[src/hdl/pnl_defines.vh]
`ifndef PNL_DEFINES_VH
`define PNL_DEFINES_VH

// ----------------------------------------
// timing
// ----------------------------------------
`define PNL_CLK_MHZ 50
`define PNL_DEB_US 10000

// ----------------------------------------
// key indexes into the debounced key vector
// ----------------------------------------
`define PNL_NKEYS 10
`define PNL_K_STANDBY 0
`define PNL_K_LOGIC_ON 1
`define PNL_K_LOAD_REW 2
`define PNL_K_UNLOAD 3
`define PNL_K_ONLINE 4
`define PNL_K_RESET 5
`define PNL_K_CHECK 6
`define PNL_K_ADVANCE 7
`define PNL_K_RUN 8
`define PNL_K_SERVICE 9

// ----------------------------------------
// register map, byte addresses
// ----------------------------------------
`define PNL_OFS_CTRL 12'h000
`define PNL_OFS_STAT 12'h004
`define PNL_OFS_DISP 12'h008
`define PNL_CTRL_RST 2'h0
`define PNL_UADDR_W 2

// ----------------------------------------
// status register bit positions
// ----------------------------------------
`define PNL_ST_STANDBY 0
`define PNL_ST_LOGIC_ON 1
`define PNL_ST_WPROT 2
`define PNL_ST_START 3
`define PNL_ST_ONLINE 4
`define PNL_ST_MATCH 5
`define PNL_ST_RESET 6
`define PNL_ST_DIAG 7
`define PNL_ST_FAULT 8
`define PNL_ST_LOADING 9
`define PNL_ST_PEND 10

// ----------------------------------------
// display
// ----------------------------------------
`define PNL_TEST_FIRST 8'h01
`define PNL_CODE_RST 8'h00

`endif

[src/hdl/pnl_debounce.v]
`timescale 1ns/1ps
`include "pnl_defines.vh"

module pnl_debounce #(
    parameter CYCLES = `PNL_DEB_US * `PNL_CLK_MHZ,
    parameter CW = 20
) (
    // clock and reset
    input wire hclk,
    input wire hresetn,
    // raw key, high while pressed
    input wire key_raw,
    // one-cycle press pulse
    output reg press_q
);
    reg sync1_q;
    reg sync2_q;
    reg stable_q;
    reg [CW-1:0] cnt_q;

    // ----------------------------------------
    // sync, then require a quiet interval before accepting a new level
    // ----------------------------------------
    always @(posedge hclk or negedge hresetn) begin
        if (!hresetn) begin
            sync1_q <= 1'b0;
            sync2_q <= 1'b0;
            stable_q <= 1'b0;
            cnt_q <= {CW{1'b0}};
            press_q <= 1'b0;
        end else begin
            sync1_q <= key_raw;
            sync2_q <= sync1_q;
            press_q <= 1'b0;
            if (sync2_q == stable_q) begin
                cnt_q <= {CW{1'b0}};
            end else if (cnt_q >= CYCLES[CW-1:0] - 1'b1) begin
                cnt_q <= {CW{1'b0}};
                stable_q <= sync2_q;
                press_q <= sync2_q;
            end else begin
                cnt_q <= cnt_q + 1'b1;
            end
        end
    end
endmodule

[src/hdl/pnl_code_disp.v]
`timescale 1ns/1ps
`include "pnl_defines.vh"

module pnl_code_disp (
    // clock and reset
    input wire hclk,
    input wire hresetn,
    // mode and events
    input wire diag_enter,
    input wire advance,
    input wire diag_on,
    input wire fault_on,
    input wire [7:0] fault_code,
    // two bcd digits shown, and selected test
    output reg [7:0] disp_q,
    output reg [7:0] test_q
);
    // bcd step, 99 wraps to 00
    function [7:0] bcd_inc;
        input [7:0] v;
        begin
            if (v[3:0] != 4'h9) begin
                bcd_inc = {v[7:4], v[3:0] + 4'h1};
            end else if (v[7:4] != 4'h9) begin
                bcd_inc = {v[7:4] + 4'h1, 4'h0};
            end else begin
                bcd_inc = 8'h00;
            end
        end
    endfunction

    always @(posedge hclk or negedge hresetn) begin
        if (!hresetn) begin
            test_q <= `PNL_TEST_FIRST;
            disp_q <= `PNL_CODE_RST;
        end else begin
            if (diag_enter) begin
                test_q <= `PNL_TEST_FIRST;
            end else if (advance) begin
                test_q <= bcd_inc(test_q);
            end
            if (diag_on) begin
                disp_q <= test_q;
            end else if (fault_on) begin
                disp_q <= fault_code;
            end else begin
                disp_q <= `PNL_CODE_RST;
            end
        end
    end
endmodule

[src/hdl/pnl_panel.v]
// The AHB-Lite register port and the register offsets were decided locally.
`timescale 1ns/1ps
`include "pnl_defines.vh"

module pnl_panel #(
    parameter DEB_CYCLES = `PNL_DEB_US * `PNL_CLK_MHZ,
    parameter DEB_CW = 20
) (
    // clock and reset
    input wire hclk,
    input wire hresetn,
    // ahb-lite slave
    input wire hsel,
    input wire [11:0] haddr,
    input wire [1:0] htrans,
    input wire hwrite,
    input wire [2:0] hsize,
    input wire [31:0] hwdata,
    input wire hready,
    output wire hreadyout,
    output wire hresp,
    output reg [31:0] hrdata,
    // raw pushbuttons, high while pressed
    input wire [`PNL_NKEYS-1:0] key_raw,
    // transport sensing
    input wire main_power_on,
    input wire ring_sensed,
    input wire tape_start_marker,
    input wire tape_threaded,
    input wire tape_loaded,
    input wire load_done,
    input wire [1:0] host_unit_sel,
    input wire fault_valid,
    input wire [7:0] fault_code,
    // power and host
    output reg logic_power_q,
    output reg online_q,
    output wire write_inhibit,
    // motion commands, one-cycle pulses
    output reg mot_load_q,
    output reg mot_rewind_q,
    output reg mot_unload_q,
    output reg mot_rew_unload_q,
    output reg mot_slow_unload_q,
    output reg mot_halt_q,
    // diagnostics
    output reg run_test_q,
    output reg service_q,
    output wire [7:0] test_num,
    // lamps and display
    output wire standby_lamp,
    output wire logic_on_lamp,
    output wire write_protect_lamp,
    output wire tape_start_lamp,
    output wire online_lamp,
    output wire unit_match_lamp,
    output wire reset_lamp,
    output wire diag_lamp,
    output wire [7:0] disp_code
);
    wire [`PNL_NKEYS-1:0] press;
    reg [`PNL_UADDR_W-1:0] uaddr_q;
    reg fault_q;
    reg diag_q;
    reg loading_q;
    reg pend_q;
    reg [11:0] ph_addr_q;
    reg ph_wr_q;
    wire ph_take;
    wire ph_read;
    wire [31:0] status;
    wire keys_ok;
    wire k_stby;
    wire k_on;
    wire k_ldrw;
    wire k_unld;
    wire k_onl;
    wire k_rst;
    wire k_chk;
    wire k_adv;
    wire k_run;
    wire k_svc;
    wire diag_enter;
    wire logic_off;
    wire [`PNL_UADDR_W-1:0] ctrl_rd;

    // ----------------------------------------
    // decode helpers
    // ----------------------------------------
    // a key acts only when enabled and not beaten by reset or standby
    function key_gate;
        input pressed;
        input enable;
        input beaten;
        begin
            key_gate = pressed & enable & ~beaten;
        end
    endfunction

    // register slot of a byte address, 0 when unmapped
    function [1:0] reg_slot;
        input [11:0] a;
        begin
            if (a == `PNL_OFS_CTRL) begin
                reg_slot = 2'h1;
            end else if (a == `PNL_OFS_STAT) begin
                reg_slot = 2'h2;
            end else if (a == `PNL_OFS_DISP) begin
                reg_slot = 2'h3;
            end else begin
                reg_slot = 2'h0;
            end
        end
    endfunction

    // ----------------------------------------
    // key debounce
    // ----------------------------------------
    // one filter per key; the long quiet interval swallows contact bounce
    genvar gi;
    generate
        for (gi = 0; gi < `PNL_NKEYS; gi = gi + 1) begin : g_key
            pnl_debounce #(
                .CYCLES(DEB_CYCLES),
                .CW(DEB_CW)
            ) u_deb (
                .hclk(hclk),
                .hresetn(hresetn),
                .key_raw(key_raw[gi]),
                .press_q(press[gi])
            );
        end
    endgenerate

    // ----------------------------------------
    // key gating
    // ----------------------------------------
    // operator keys need logic power and neither on-line nor reset lamp
    assign keys_ok = logic_power_q & ~online_q & ~reset_lamp;
    // reset does nothing with logic off; standby always acts
    assign k_stby = press[`PNL_K_STANDBY];
    assign k_on = press[`PNL_K_LOGIC_ON] & ~logic_power_q;
    assign k_rst = press[`PNL_K_RESET] & logic_power_q;
    assign k_ldrw = key_gate(press[`PNL_K_LOAD_REW], keys_ok, k_stby | k_rst);
    assign k_unld = key_gate(press[`PNL_K_UNLOAD], keys_ok, k_stby | k_rst);
    assign k_onl = key_gate(press[`PNL_K_ONLINE], keys_ok, k_stby | k_rst);
    assign k_chk = key_gate(press[`PNL_K_CHECK], keys_ok, k_stby | k_rst);
    // diagnostic keys act in diagnostics even though the reset lamp is lit
    assign k_adv = key_gate(press[`PNL_K_ADVANCE], diag_q, k_stby | k_rst);
    assign k_run = key_gate(press[`PNL_K_RUN], diag_q, k_stby | k_rst);
    assign k_svc = key_gate(press[`PNL_K_SERVICE], diag_q, k_stby | k_rst);
    // losing main power clears the same state as the standby key
    assign logic_off = k_stby | ~main_power_on;
    assign diag_enter = k_chk & tape_threaded & ~tape_loaded;

    // ----------------------------------------
    // power, line and mode state
    // ----------------------------------------
    always @(posedge hclk or negedge hresetn) begin
        if (!hresetn) begin
            logic_power_q <= 1'b0;
            online_q <= 1'b0;
            fault_q <= 1'b0;
            diag_q <= 1'b0;
            loading_q <= 1'b0;
            pend_q <= 1'b0;
        end else begin
            // reset and standby beat any other key pressed in the same cycle
            if (logic_off) begin
                logic_power_q <= 1'b0;
            end else if (k_on) begin
                logic_power_q <= 1'b1;
            end
            // a press landing on the load-done edge goes on-line directly
            if (logic_off || k_rst || fault_valid) begin
                online_q <= 1'b0;
            end else if ((k_onl && tape_loaded) || (pend_q && load_done) ||
                (k_onl && loading_q && load_done)) begin
                online_q <= 1'b1;
            end
            // a fault arriving with the reset press still latches
            if (fault_valid && logic_power_q) begin
                fault_q <= 1'b1;
            end else if (k_rst || logic_off) begin
                fault_q <= 1'b0;
            end
            if (k_rst || logic_off) begin
                diag_q <= 1'b0;
            end else if (diag_enter) begin
                diag_q <= 1'b1;
            end
            // loading marks a load started here, for the pending on-line press
            if (k_ldrw && !tape_loaded && tape_threaded) begin
                loading_q <= 1'b1;
            end else if (load_done || k_rst || logic_off || fault_valid) begin
                loading_q <= 1'b0;
            end
            if (k_onl && loading_q && !load_done) begin
                pend_q <= 1'b1;
            end else if (load_done || k_rst || logic_off || fault_valid) begin
                pend_q <= 1'b0;
            end
        end
    end

    // ----------------------------------------
    // motion and diagnostic commands
    // ----------------------------------------
    // pulses last one cycle; the sequencer latches what it needs
    always @(posedge hclk or negedge hresetn) begin
        if (!hresetn) begin
            mot_load_q <= 1'b0;
            mot_rewind_q <= 1'b0;
            mot_unload_q <= 1'b0;
            mot_rew_unload_q <= 1'b0;
            mot_slow_unload_q <= 1'b0;
            mot_halt_q <= 1'b0;
            run_test_q <= 1'b0;
            service_q <= 1'b0;
        end else begin
            mot_load_q <= k_ldrw & ~tape_loaded & tape_threaded;
            mot_rewind_q <= k_ldrw & tape_loaded;
            mot_unload_q <= k_unld & tape_loaded & tape_start_marker;
            mot_rew_unload_q <= k_unld & tape_loaded & ~tape_start_marker;
            mot_slow_unload_q <= k_unld & ~tape_loaded & tape_threaded;
            mot_halt_q <= k_rst | k_stby;
            run_test_q <= k_run;
            service_q <= k_svc;
        end
    end

    // ----------------------------------------
    // display and test number
    // ----------------------------------------
    // the display lags its sources by one edge
    pnl_code_disp u_disp (
        .hclk(hclk),
        .hresetn(hresetn),
        .diag_enter(diag_enter),
        .advance(k_adv),
        .diag_on(diag_q),
        .fault_on(fault_q),
        .fault_code(fault_code),
        .disp_q(disp_code),
        .test_q(test_num)
    );

    // ----------------------------------------
    // lamps
    // ----------------------------------------
    // all lamps but the two power lamps stay dark with logic off, except a reset lamp latched by a fault arriving in the power-off cycle
    assign standby_lamp = main_power_on & ~logic_power_q;
    assign logic_on_lamp = main_power_on & logic_power_q;
    assign write_protect_lamp = logic_power_q & ~ring_sensed;
    // writes stay blocked without a ring even with the lamp dark
    assign write_inhibit = ~ring_sensed | ~logic_power_q;
    assign tape_start_lamp = logic_power_q & tape_start_marker;
    assign online_lamp = online_q;
    assign unit_match_lamp = logic_power_q & ~diag_q &
        (uaddr_q == host_unit_sel);
    assign reset_lamp = fault_q | diag_q;
    assign diag_lamp = diag_q;

    // ----------------------------------------
    // ahb-lite slave, zero wait states
    // ----------------------------------------
    // the slave never stalls, so hready only qualifies the address phase
    assign hreadyout = 1'b1;
    assign hresp = 1'b0;
    assign ph_take = hsel & htrans[1] & hready;
    assign ph_read = ph_take & ~hwrite;
    // a read right behind a control write must see the new unit address
    assign ctrl_rd = (ph_wr_q && reg_slot(ph_addr_q) == 2'h1) ?
        hwdata[`PNL_UADDR_W-1:0] : uaddr_q;

    // ----------------------------------------
    // status word
    // ----------------------------------------
    assign status[31:11] = 21'h000000;
    assign status[`PNL_ST_STANDBY] = standby_lamp;
    assign status[`PNL_ST_LOGIC_ON] = logic_on_lamp;
    assign status[`PNL_ST_WPROT] = write_protect_lamp;
    assign status[`PNL_ST_START] = tape_start_lamp;
    assign status[`PNL_ST_ONLINE] = online_lamp;
    assign status[`PNL_ST_MATCH] = unit_match_lamp;
    assign status[`PNL_ST_RESET] = reset_lamp;
    assign status[`PNL_ST_DIAG] = diag_lamp;
    assign status[`PNL_ST_FAULT] = fault_q;
    assign status[`PNL_ST_LOADING] = loading_q;
    assign status[`PNL_ST_PEND] = pend_q;

    always @(posedge hclk or negedge hresetn) begin
        if (!hresetn) begin
            ph_addr_q <= 12'h000;
            ph_wr_q <= 1'b0;
            uaddr_q <= `PNL_CTRL_RST;
            hrdata <= 32'h00000000;
        end else begin
            ph_wr_q <= ph_take & hwrite;
            if (ph_take) begin
                ph_addr_q <= haddr;
            end
            // writes land at the end of the data phase
            if (ph_wr_q && reg_slot(ph_addr_q) == 2'h1) begin
                uaddr_q <= hwdata[`PNL_UADDR_W-1:0];
            end
            // read data is captured in the address phase
            if (ph_read) begin
                if (reg_slot(haddr) == 2'h1) begin
                    hrdata <= {30'h00000000, ctrl_rd};
                end else if (reg_slot(haddr) == 2'h2) begin
                    hrdata <= status;
                end else if (reg_slot(haddr) == 2'h3) begin
                    hrdata <= {16'h0000, test_num, disp_code};
                end else begin
                    // unmapped offsets read as zero
                    hrdata <= 32'h00000000;
                end
            end
        end
    end
endmodule

[config.mk]
export PLATFORM = sky130hd
export DESIGN_NAME = pnl_panel
export DESIGN_NICKNAME = d
export VERILOG_FILES = /design/src/hdl/pnl_debounce.v /design/src/hdl/pnl_code_disp.v /design/src/hdl/pnl_panel.v
export VERILOG_INCLUDE_DIRS = /design/src /design/src/hdl
export SDC_FILE = /design/constraint.sdc
export NUM_CORES = 1
export LEC_CHECK = 0
export BUFFER_PORTS_ARGS = -buffer_cell sky130_fd_sc_hd__buf_2
export CORE_AREA = 2 2 203 205
export CTS_CLUSTER_SIZE = 20
export DETAILED_ROUTE_END_ITERATION = 6
export DIE_AREA = 0 0 205 207
export PLACE_DENSITY = 0.53
export SETUP_SLACK_MARGIN = 0.5
export SLEW_MARGIN = 20
export SYNTH_ARGS = -nofsm -noshare
export SYNTH_HDL_FRONTEND = slang
export SYNTH_SLANG_ARGS = --single-unit
[constraint.sdc]
create_clock -name hclk -period 4.1 [get_ports hclk]
set_clock_uncertainty 0.2 [all_clocks]
set_input_delay 0 -clock hclk [delete_from_list [all_inputs] [get_ports hclk]]
set_output_delay 0 -clock hclk [all_outputs]
set_load 0.03 [all_outputs]
# [Word level (Yosys, flattened, before mapping)]
# Cells that the tools add are included.
[classes] add_sub_neg=12 reduce_logical=38 order_cmp=10 mux=73 eq_ne=22 bitwise=62
[ops] op="20-bit 2-to-1 mux" n=20
[ops] op="20-bit by 1-bit adder with 20-bit output, second input constant" n=10
[ops] op="20-bit by 19-bit >= comparator with 1-bit output, second input constant" n=10
[ops] op="16-bit 2-to-1 mux" n=3
[ops] op="8-bit 2-to-1 mux" n=6
[ops] op="1-bit AND" n=38
[ops] op="1-bit 2-to-1 mux" n=31
[ops] op="2-bit 2-to-1 mux" n=13
[ops] op="12-bit by 3-bit equality test with 1-bit output, second input constant" n=2
[ops] op="12-bit by 4-bit equality test with 1-bit output, second input constant" n=2
[ops] op="12-bit zero test" n=2
[ops] op="2-bit AND reduction" n=11
[ops] op="1-bit inverter" n=20
[ops] op="2-bit nonzero test" n=7
[ops] op="1-bit equality test" n=10
[ops] op="1-bit logical AND" n=9
[ops] op="4-bit by 1-bit adder with 4-bit output, second input constant" n=2
[ops] op="4-bit inequality test, second input constant" n=2
[ops] op="1-bit logical OR" n=7
[ops] op="2-bit by 1-bit equality test with 1-bit output, second input constant" n=2
[ops] op="2-bit equality test, second input constant" n=2
[ops] op="1-bit bitwise OR" n=4
[ops] op="2-bit equality test" n=1
[ops] op="1-bit zero test" n=2
[ops] op="2-bit inequality test, second input constant" n=1
[totals] register_bits=317 output_inout_bits=69

# [Depth between registers and ports, before layout]
[depth] ltp_word=16 ltp_mapped=8 depth_no_buf=7

# [Modules after synthesis]
# Synthesis repeated with hierarchy kept, for this count alone.
[unflattened] cells_unflattened=1407 hier_area_um2=14662.8
[by_module_without_submodules] mod="pnl_debounce (g_key[0].u_deb ...)" area_per_inst_um2=1176.1 instances=9 cells_per_inst=115 seq_area_each_um2=600.6
[by_module_without_submodules] mod="pnl_panel" area_per_inst_um2=2153.3 instances=1 cells_per_inst=183 seq_area_each_um2=1126.1
[by_module_without_submodules] mod="pnl_debounce (g_key[9].u_deb)" area_per_inst_um2=1154.9 instances=1 cells_per_inst=115 seq_area_each_um2=600.6
[by_module_without_submodules] mod="pnl_code_disp" area_per_inst_um2=769.5 instances=1 cells_per_inst=74 seq_area_each_um2=401.6

# [Worst setup path before layout]
# No wires, ideal clock.
[synth_timing] path_type="register -> register" startpoint="reg u_disp.test_q[0]" endpoint="reg u_disp.test_q[6]" synth_period_minus_slack_ns=2.156 path_stages_with_launch=6 required_ns=3.823 t_arrival_ns=1.879 path_slack_ns=1.944 cell_sequence="dfstp_2 > ha_1 > and3b_1 > nand4_1 > or4b_1 > a21oi_1"
[synth_between] elab_chain_len=3
[synth_lines] item="start: declaration" line="pnl_code_disp.v:16" source="output reg [7:0] test_q"
[synth_lines] item="start signal: assignment" line="pnl_code_disp.v:34" source="test_q <= `PNL_TEST_FIRST;"
[synth_lines] item="start signal: assignment" line="pnl_code_disp.v:38" source="test_q <= `PNL_TEST_FIRST;"
[synth_lines] item="start signal: assignment" line="pnl_code_disp.v:40" source="test_q <= bcd_inc(test_q);"
[synth_lines] item="4-bit inequality test" line="pnl_code_disp.v:22" source="if (v[3:0] != 4'h9) begin"
[synth_lines] item="2-bit inequality test (no line)"
[synth_lines] item="2-bit AND reduction (no line)"
# No other way between the ends.
# A chain may end at the register's enable or synchronous reset.

# [Final worst setup path]
[layout_timing] startpoint="reg diag_q (netlist: diag_lamp)" endpoint="reg pend_q"
[layout_between] elab_chain_len=8
[layout_lines] item="start: declaration" line="pnl_panel.v:64" source="reg diag_q;"
[layout_lines] item="start signal: assignment" line="pnl_panel.v:164" source="diag_q <= 1'b0;"
[layout_lines] item="start signal: assignment" line="pnl_panel.v:188" source="diag_q <= 1'b0;"
[layout_lines] item="start signal: assignment" line="pnl_panel.v:190" source="diag_q <= 1'b1;"
[layout_lines] item="1-bit bitwise OR *" line="pnl_panel.v:261" source="assign reset_lamp = fault_q | diag_q;"
[layout_lines] item="1-bit inverter *" line="pnl_panel.v:139" source="assign keys_ok = logic_power_q & ~online_q & ~reset_lamp;"
[layout_lines] item="1-bit AND *" line="pnl_panel.v:139"
[layout_lines] item="1-bit AND * (2 in a row)" line="pnl_panel.v:96" source="key_gate = pressed & enable & ~beaten;"
[layout_lines] item="1-bit logical AND * (2 in a row)" line="pnl_panel.v:198" source="if (k_onl && loading_q && !load_done) begin"
[layout_lines] item="1-bit 2-to-1 mux / 2-bit nonzero test (equally long branches)"
[layout_lines] item="end signal: assignment" line="pnl_panel.v:166" source="pend_q <= 1'b0;"
[layout_lines] item="end signal: assignment" line="pnl_panel.v:199" source="pend_q <= 1'b1;"
[layout_lines] item="end signal: assignment" line="pnl_panel.v:201" source="pend_q <= 1'b0;"
[layout_lines] item="end: declaration" line="pnl_panel.v:66" source="reg pend_q;"
# Mark *: on every way between the ends. The rest lies on a longest branch, timed or not.

==> results.md <==
- Clk root buf: clkbuf_16
- Hold depth: 4
- Fin nets: 1597
- CTS tree: done
- Syn_area_per_cell: 10.55 µm²
- Final min period: 2.633 ns
- First-pass GRT wire length: 47410 µm
- Vias/cell: 4.747
- Count of cell types in the netlist: 67
- CTS Sinks: 301
- RSZ-0062 raised after global routing: no
- HPWL Detailed: 18320 µm
- Final worst path period share: 64.23%
- Final setup viols: 0
- CTS max path bufs: 3
- Initial antenna violation count: 1
- Worst-path maximum fanout: 16
- Status: complete, no violations
- Cell Pwr Density: 405.6 nW/µm²
- Row count: 74
- Share of the yosys chip area belonging to registers: 53.99%
- Primary FF master, synth: dfrtp_1
- Combinational share of power: 6.6%
- CP startpoint kind: flop
- Reg-to-Reg Start: diag_lamp
- Worst slew pin tran: 0.9301 ns
- ANT cells: 0
- Die H: 207 µm
- H-tree Lvls: 2
- Max_slew headroom: 37.72%
- Largest net degree at the start of global routing: 108
- Net switching power: 1.594 mW
- Hold Vio Cnt, Final: 0
- Mapped Area: 13950 µm²
- Post-CTS setup buffers: 0
- Number of max-cap violations: 0
- Die Wd: 205 µm
- Leakage power figure: 7.220 nW
- Via count: 9784
- FMAX: 379.8 MHz
- Sw Share: 23.44%
- Total negative slack: 0 ns
- Worst-skew pair later-pin latency: 0.53 ns
- P&R area growth vs syn: 20.15%
- Vias in the first global route: 9783
- Asr flop ratio synth: 100.0%
- Share of cells above drive strength 1: 15.17%
- Post-synthesis cell count: 1322
- Post-CTS Resized: 0
- Worst vdd ir: 0.2395 mV
- Final core utilization: 41.53%
- Gpl congestion: 0.7726
- Wire per inst: 13.46 µm
- Total die area: 42440 µm²
- IO Pins: 150
- Setup slack, reg-to-reg: 1.47 ns
- Seq pwr share: 46.1%
- Post-synth EDFFs: 0
- R2R Path End: pend_q
- CP startpoint: diag_lamp
- Worst setup EP type: flop
- DRC viols: 0
- Hold endpoint: u_disp.disp_q[5]
- DRT antenna net count: 0
- Drt total wl: 27750 µm
- CP required: 4.37 ns
- Worst Reg-to-Reg Cells: 6
- Inserted Clock Buffers: 36
- Worst-path clk slew: 0.06 ns
- Core box area: 40370 µm²
- Initial core utilization: 34.56%
- Hold Startpoint: fault_code[5]
- Pint: 5.206 mW
- TritonRoute pass-1 iters: 4
- Critical path class: reg2reg
- DR iter-0 viols: 438
- Hold crit path type: in2reg
- Max Slew Vio Count: 0
- Ys Warns: 0
- Yosys reg bits: 301
- Arrival @ worst endpoint: 2.90 ns
- Clock share of power: 47.3%
- IO Port Bufs: 97
- GRT Util Overall: 13.39%
- GRT overflow: 0
-- synthesized netlist by cell type, types with 12 or more instances --
cell type	n	share of area, %
a21oi_1	17	0.61
buf_2	13	0.47
xor2_1	90	5.6
nor3_1	30	1.1
inv_1	36	0.97
nor2_4	23	1.9
nand3_1	71	2.5
nand4_1	33	1.5
mux2_2	22	1.8
buf_4	19	1.0
nor4_1	14	0.63
nor2_1	203	5.5
or3_1	19	0.85
nand2_1	99	2.7
and4_1	13	0.82
xnor2_1	82	5.1
and3_1	32	1.4
a22oi_1	12	0.65
dfrtp_1	300	54
o21ai_0	23	0.82
ha_1	14	1.3
-- worst max-delay path, stage by stage, from the launching register on --
cell and delay (ns):
dfrtp_1 0.62, or4_1 0.66, nor2_1 0.21, and3_1 0.21
a21oi_1 0.04, nor2_1 0.08, dlygate4sd3_1 0.55
-- cell families after synthesis --
family | Yosys count | synth area share (%)
buffers and inverters | 86 | 3.524
xor gates and xnor gates | 172 | 10.80
DFF | 301 | 53.99
other | 2 | 0.05382
muxes | 23 | 1.856
AOI/OAI and AO/OA | 117 | 5.757
and+or+nand+nor | 607 | 22.77
adders and majority gates | 14 | 1.255
-- registers in the layout, indices dropped and copies added, names as in the netlist, 2 cells and up --
name	cells
g_key.u_deb.sync2_q	10
u_disp.disp_q	8
g_key.u_deb.press_q	10
ph_addr_q	12
g_key.u_deb.sync1_q	10
u_disp.test_q	8
g_key.u_deb.stable_q	10
uaddr_q	2
g_key.u_deb.cnt_q	200
hrdata	16
-- layer usage --
| metal | GRT usage [%] | share of wire (%) | vias up |
|---|---|---|---|
| li1 | - | - | 4845 |
| met1 | 18.10 | 48 | 4699 |
| met2 | 21.52 | 45 | 195 |
| met3 | 2.785 | 4.9 | 45 |
| met4 | 4.168 | 2.4 | 0 |
| met5 | 0 | 0 | - |
-- power groups by stage --
| stage | clock network, mW | registers [mW] | logic (mW) |
|---|---|---|---|
| 2_1_floorplan | 0 | 3.19 | 0.266 |
| 3_3_place_gp | 0 | 3.18 | 0.407 |
| 3_5_place_dp | 0 | 3.19 | 0.411 |
| 4_1_cts | 3.35 | 3.13 | 0.457 |
| 5_1_grt | 3.46 | 3.15 | 0.504 |
| 6_report | 3.22 | 3.13 | 0.446 |
-- layout by cell type, fill, tap and decap left out, types with 17 or more instances in the layout --
| cell | Yosys | routed |
|---|---|---|
| clkbuf_16 | 0 | 36 |
| o21ai_0 | 23 | 23 |
| nor2_1 | 203 | 203 |
| nand2_1 | 99 | 99 |
| dlygate4sd3_1 | 0 | 64 |
| and3_1 | 32 | 32 |
| a21oi_1 | 17 | 17 |
| xnor2_1 | 82 | 82 |
| buf_2 | 13 | 96 |
| or3_1 | 19 | 19 |
| nand4_1 | 33 | 33 |
| inv_1 | 36 | 36 |
| xor2_1 | 90 | 90 |
| nor3_1 | 30 | 30 |
| nand3_1 | 71 | 71 |
| dfrtp_1 | 300 | 300 |
| conb_1 | 2 | 28 |
| nor2_4 | 23 | 23 |
| mux2_2 | 22 | 22 |
-- final cells by class --
cell class | count | area, µm²
Clock buffer | 57 | 1110
Clock inverter | 8 | 108.9
Fill cell | 3898 | 23600
Inverter | 36 | 135.1
Multi-Input combinational cell | 961 | 6026
Sequential cell | 301 | 7533
Tap cell | 532 | 665.6
Timing Repair Buffer | 166 | 1186
-- per-stage QoR --
step | hold WS, ns | instance area [µm²] | cells | power, mW | worst slack (ns)
2_1_floorplan | -0.4956 | 14050 | 1348 | 3.458 | 1.944
3_3_place_gp | -0.08962 | 14910 | 1932 | 3.592 | 1.698
3_5_place_dp | -0.08904 | 14910 | 1932 | 3.599 | 1.682
4_1_cts | 0.001395 | 16760 | 2061 | 6.942 | 1.426
5_1_grt | 0.02478 | 16760 | 2061 | 7.110 | 1.331
6_report | 0.03563 | 16760 | 2061 | 6.799 | 1.467
-- timing repair --
| action | CTS | global route |
|---|---|---|
| setup endpoints to repair | 0 | 0 |
| hold endpoints to repair | 206 | 0 |
| hold buffers | 64 | 0 |
-- how the worst max path moves through the flow --
| stage | endpoint | depth (start not counted) |
|---|---|---|
| after floorplan | u_disp.test_q[6] | 5 |
| after global placement | u_disp.test_q[1] | 4 |
| after detailed placement | u_disp.test_q[1] | 4 |
| after CTS | pend_q | 6 |
| after global routing | pend_q | 6 |
| final | pend_q | 6 |
(Power assumes the default switching activity.)
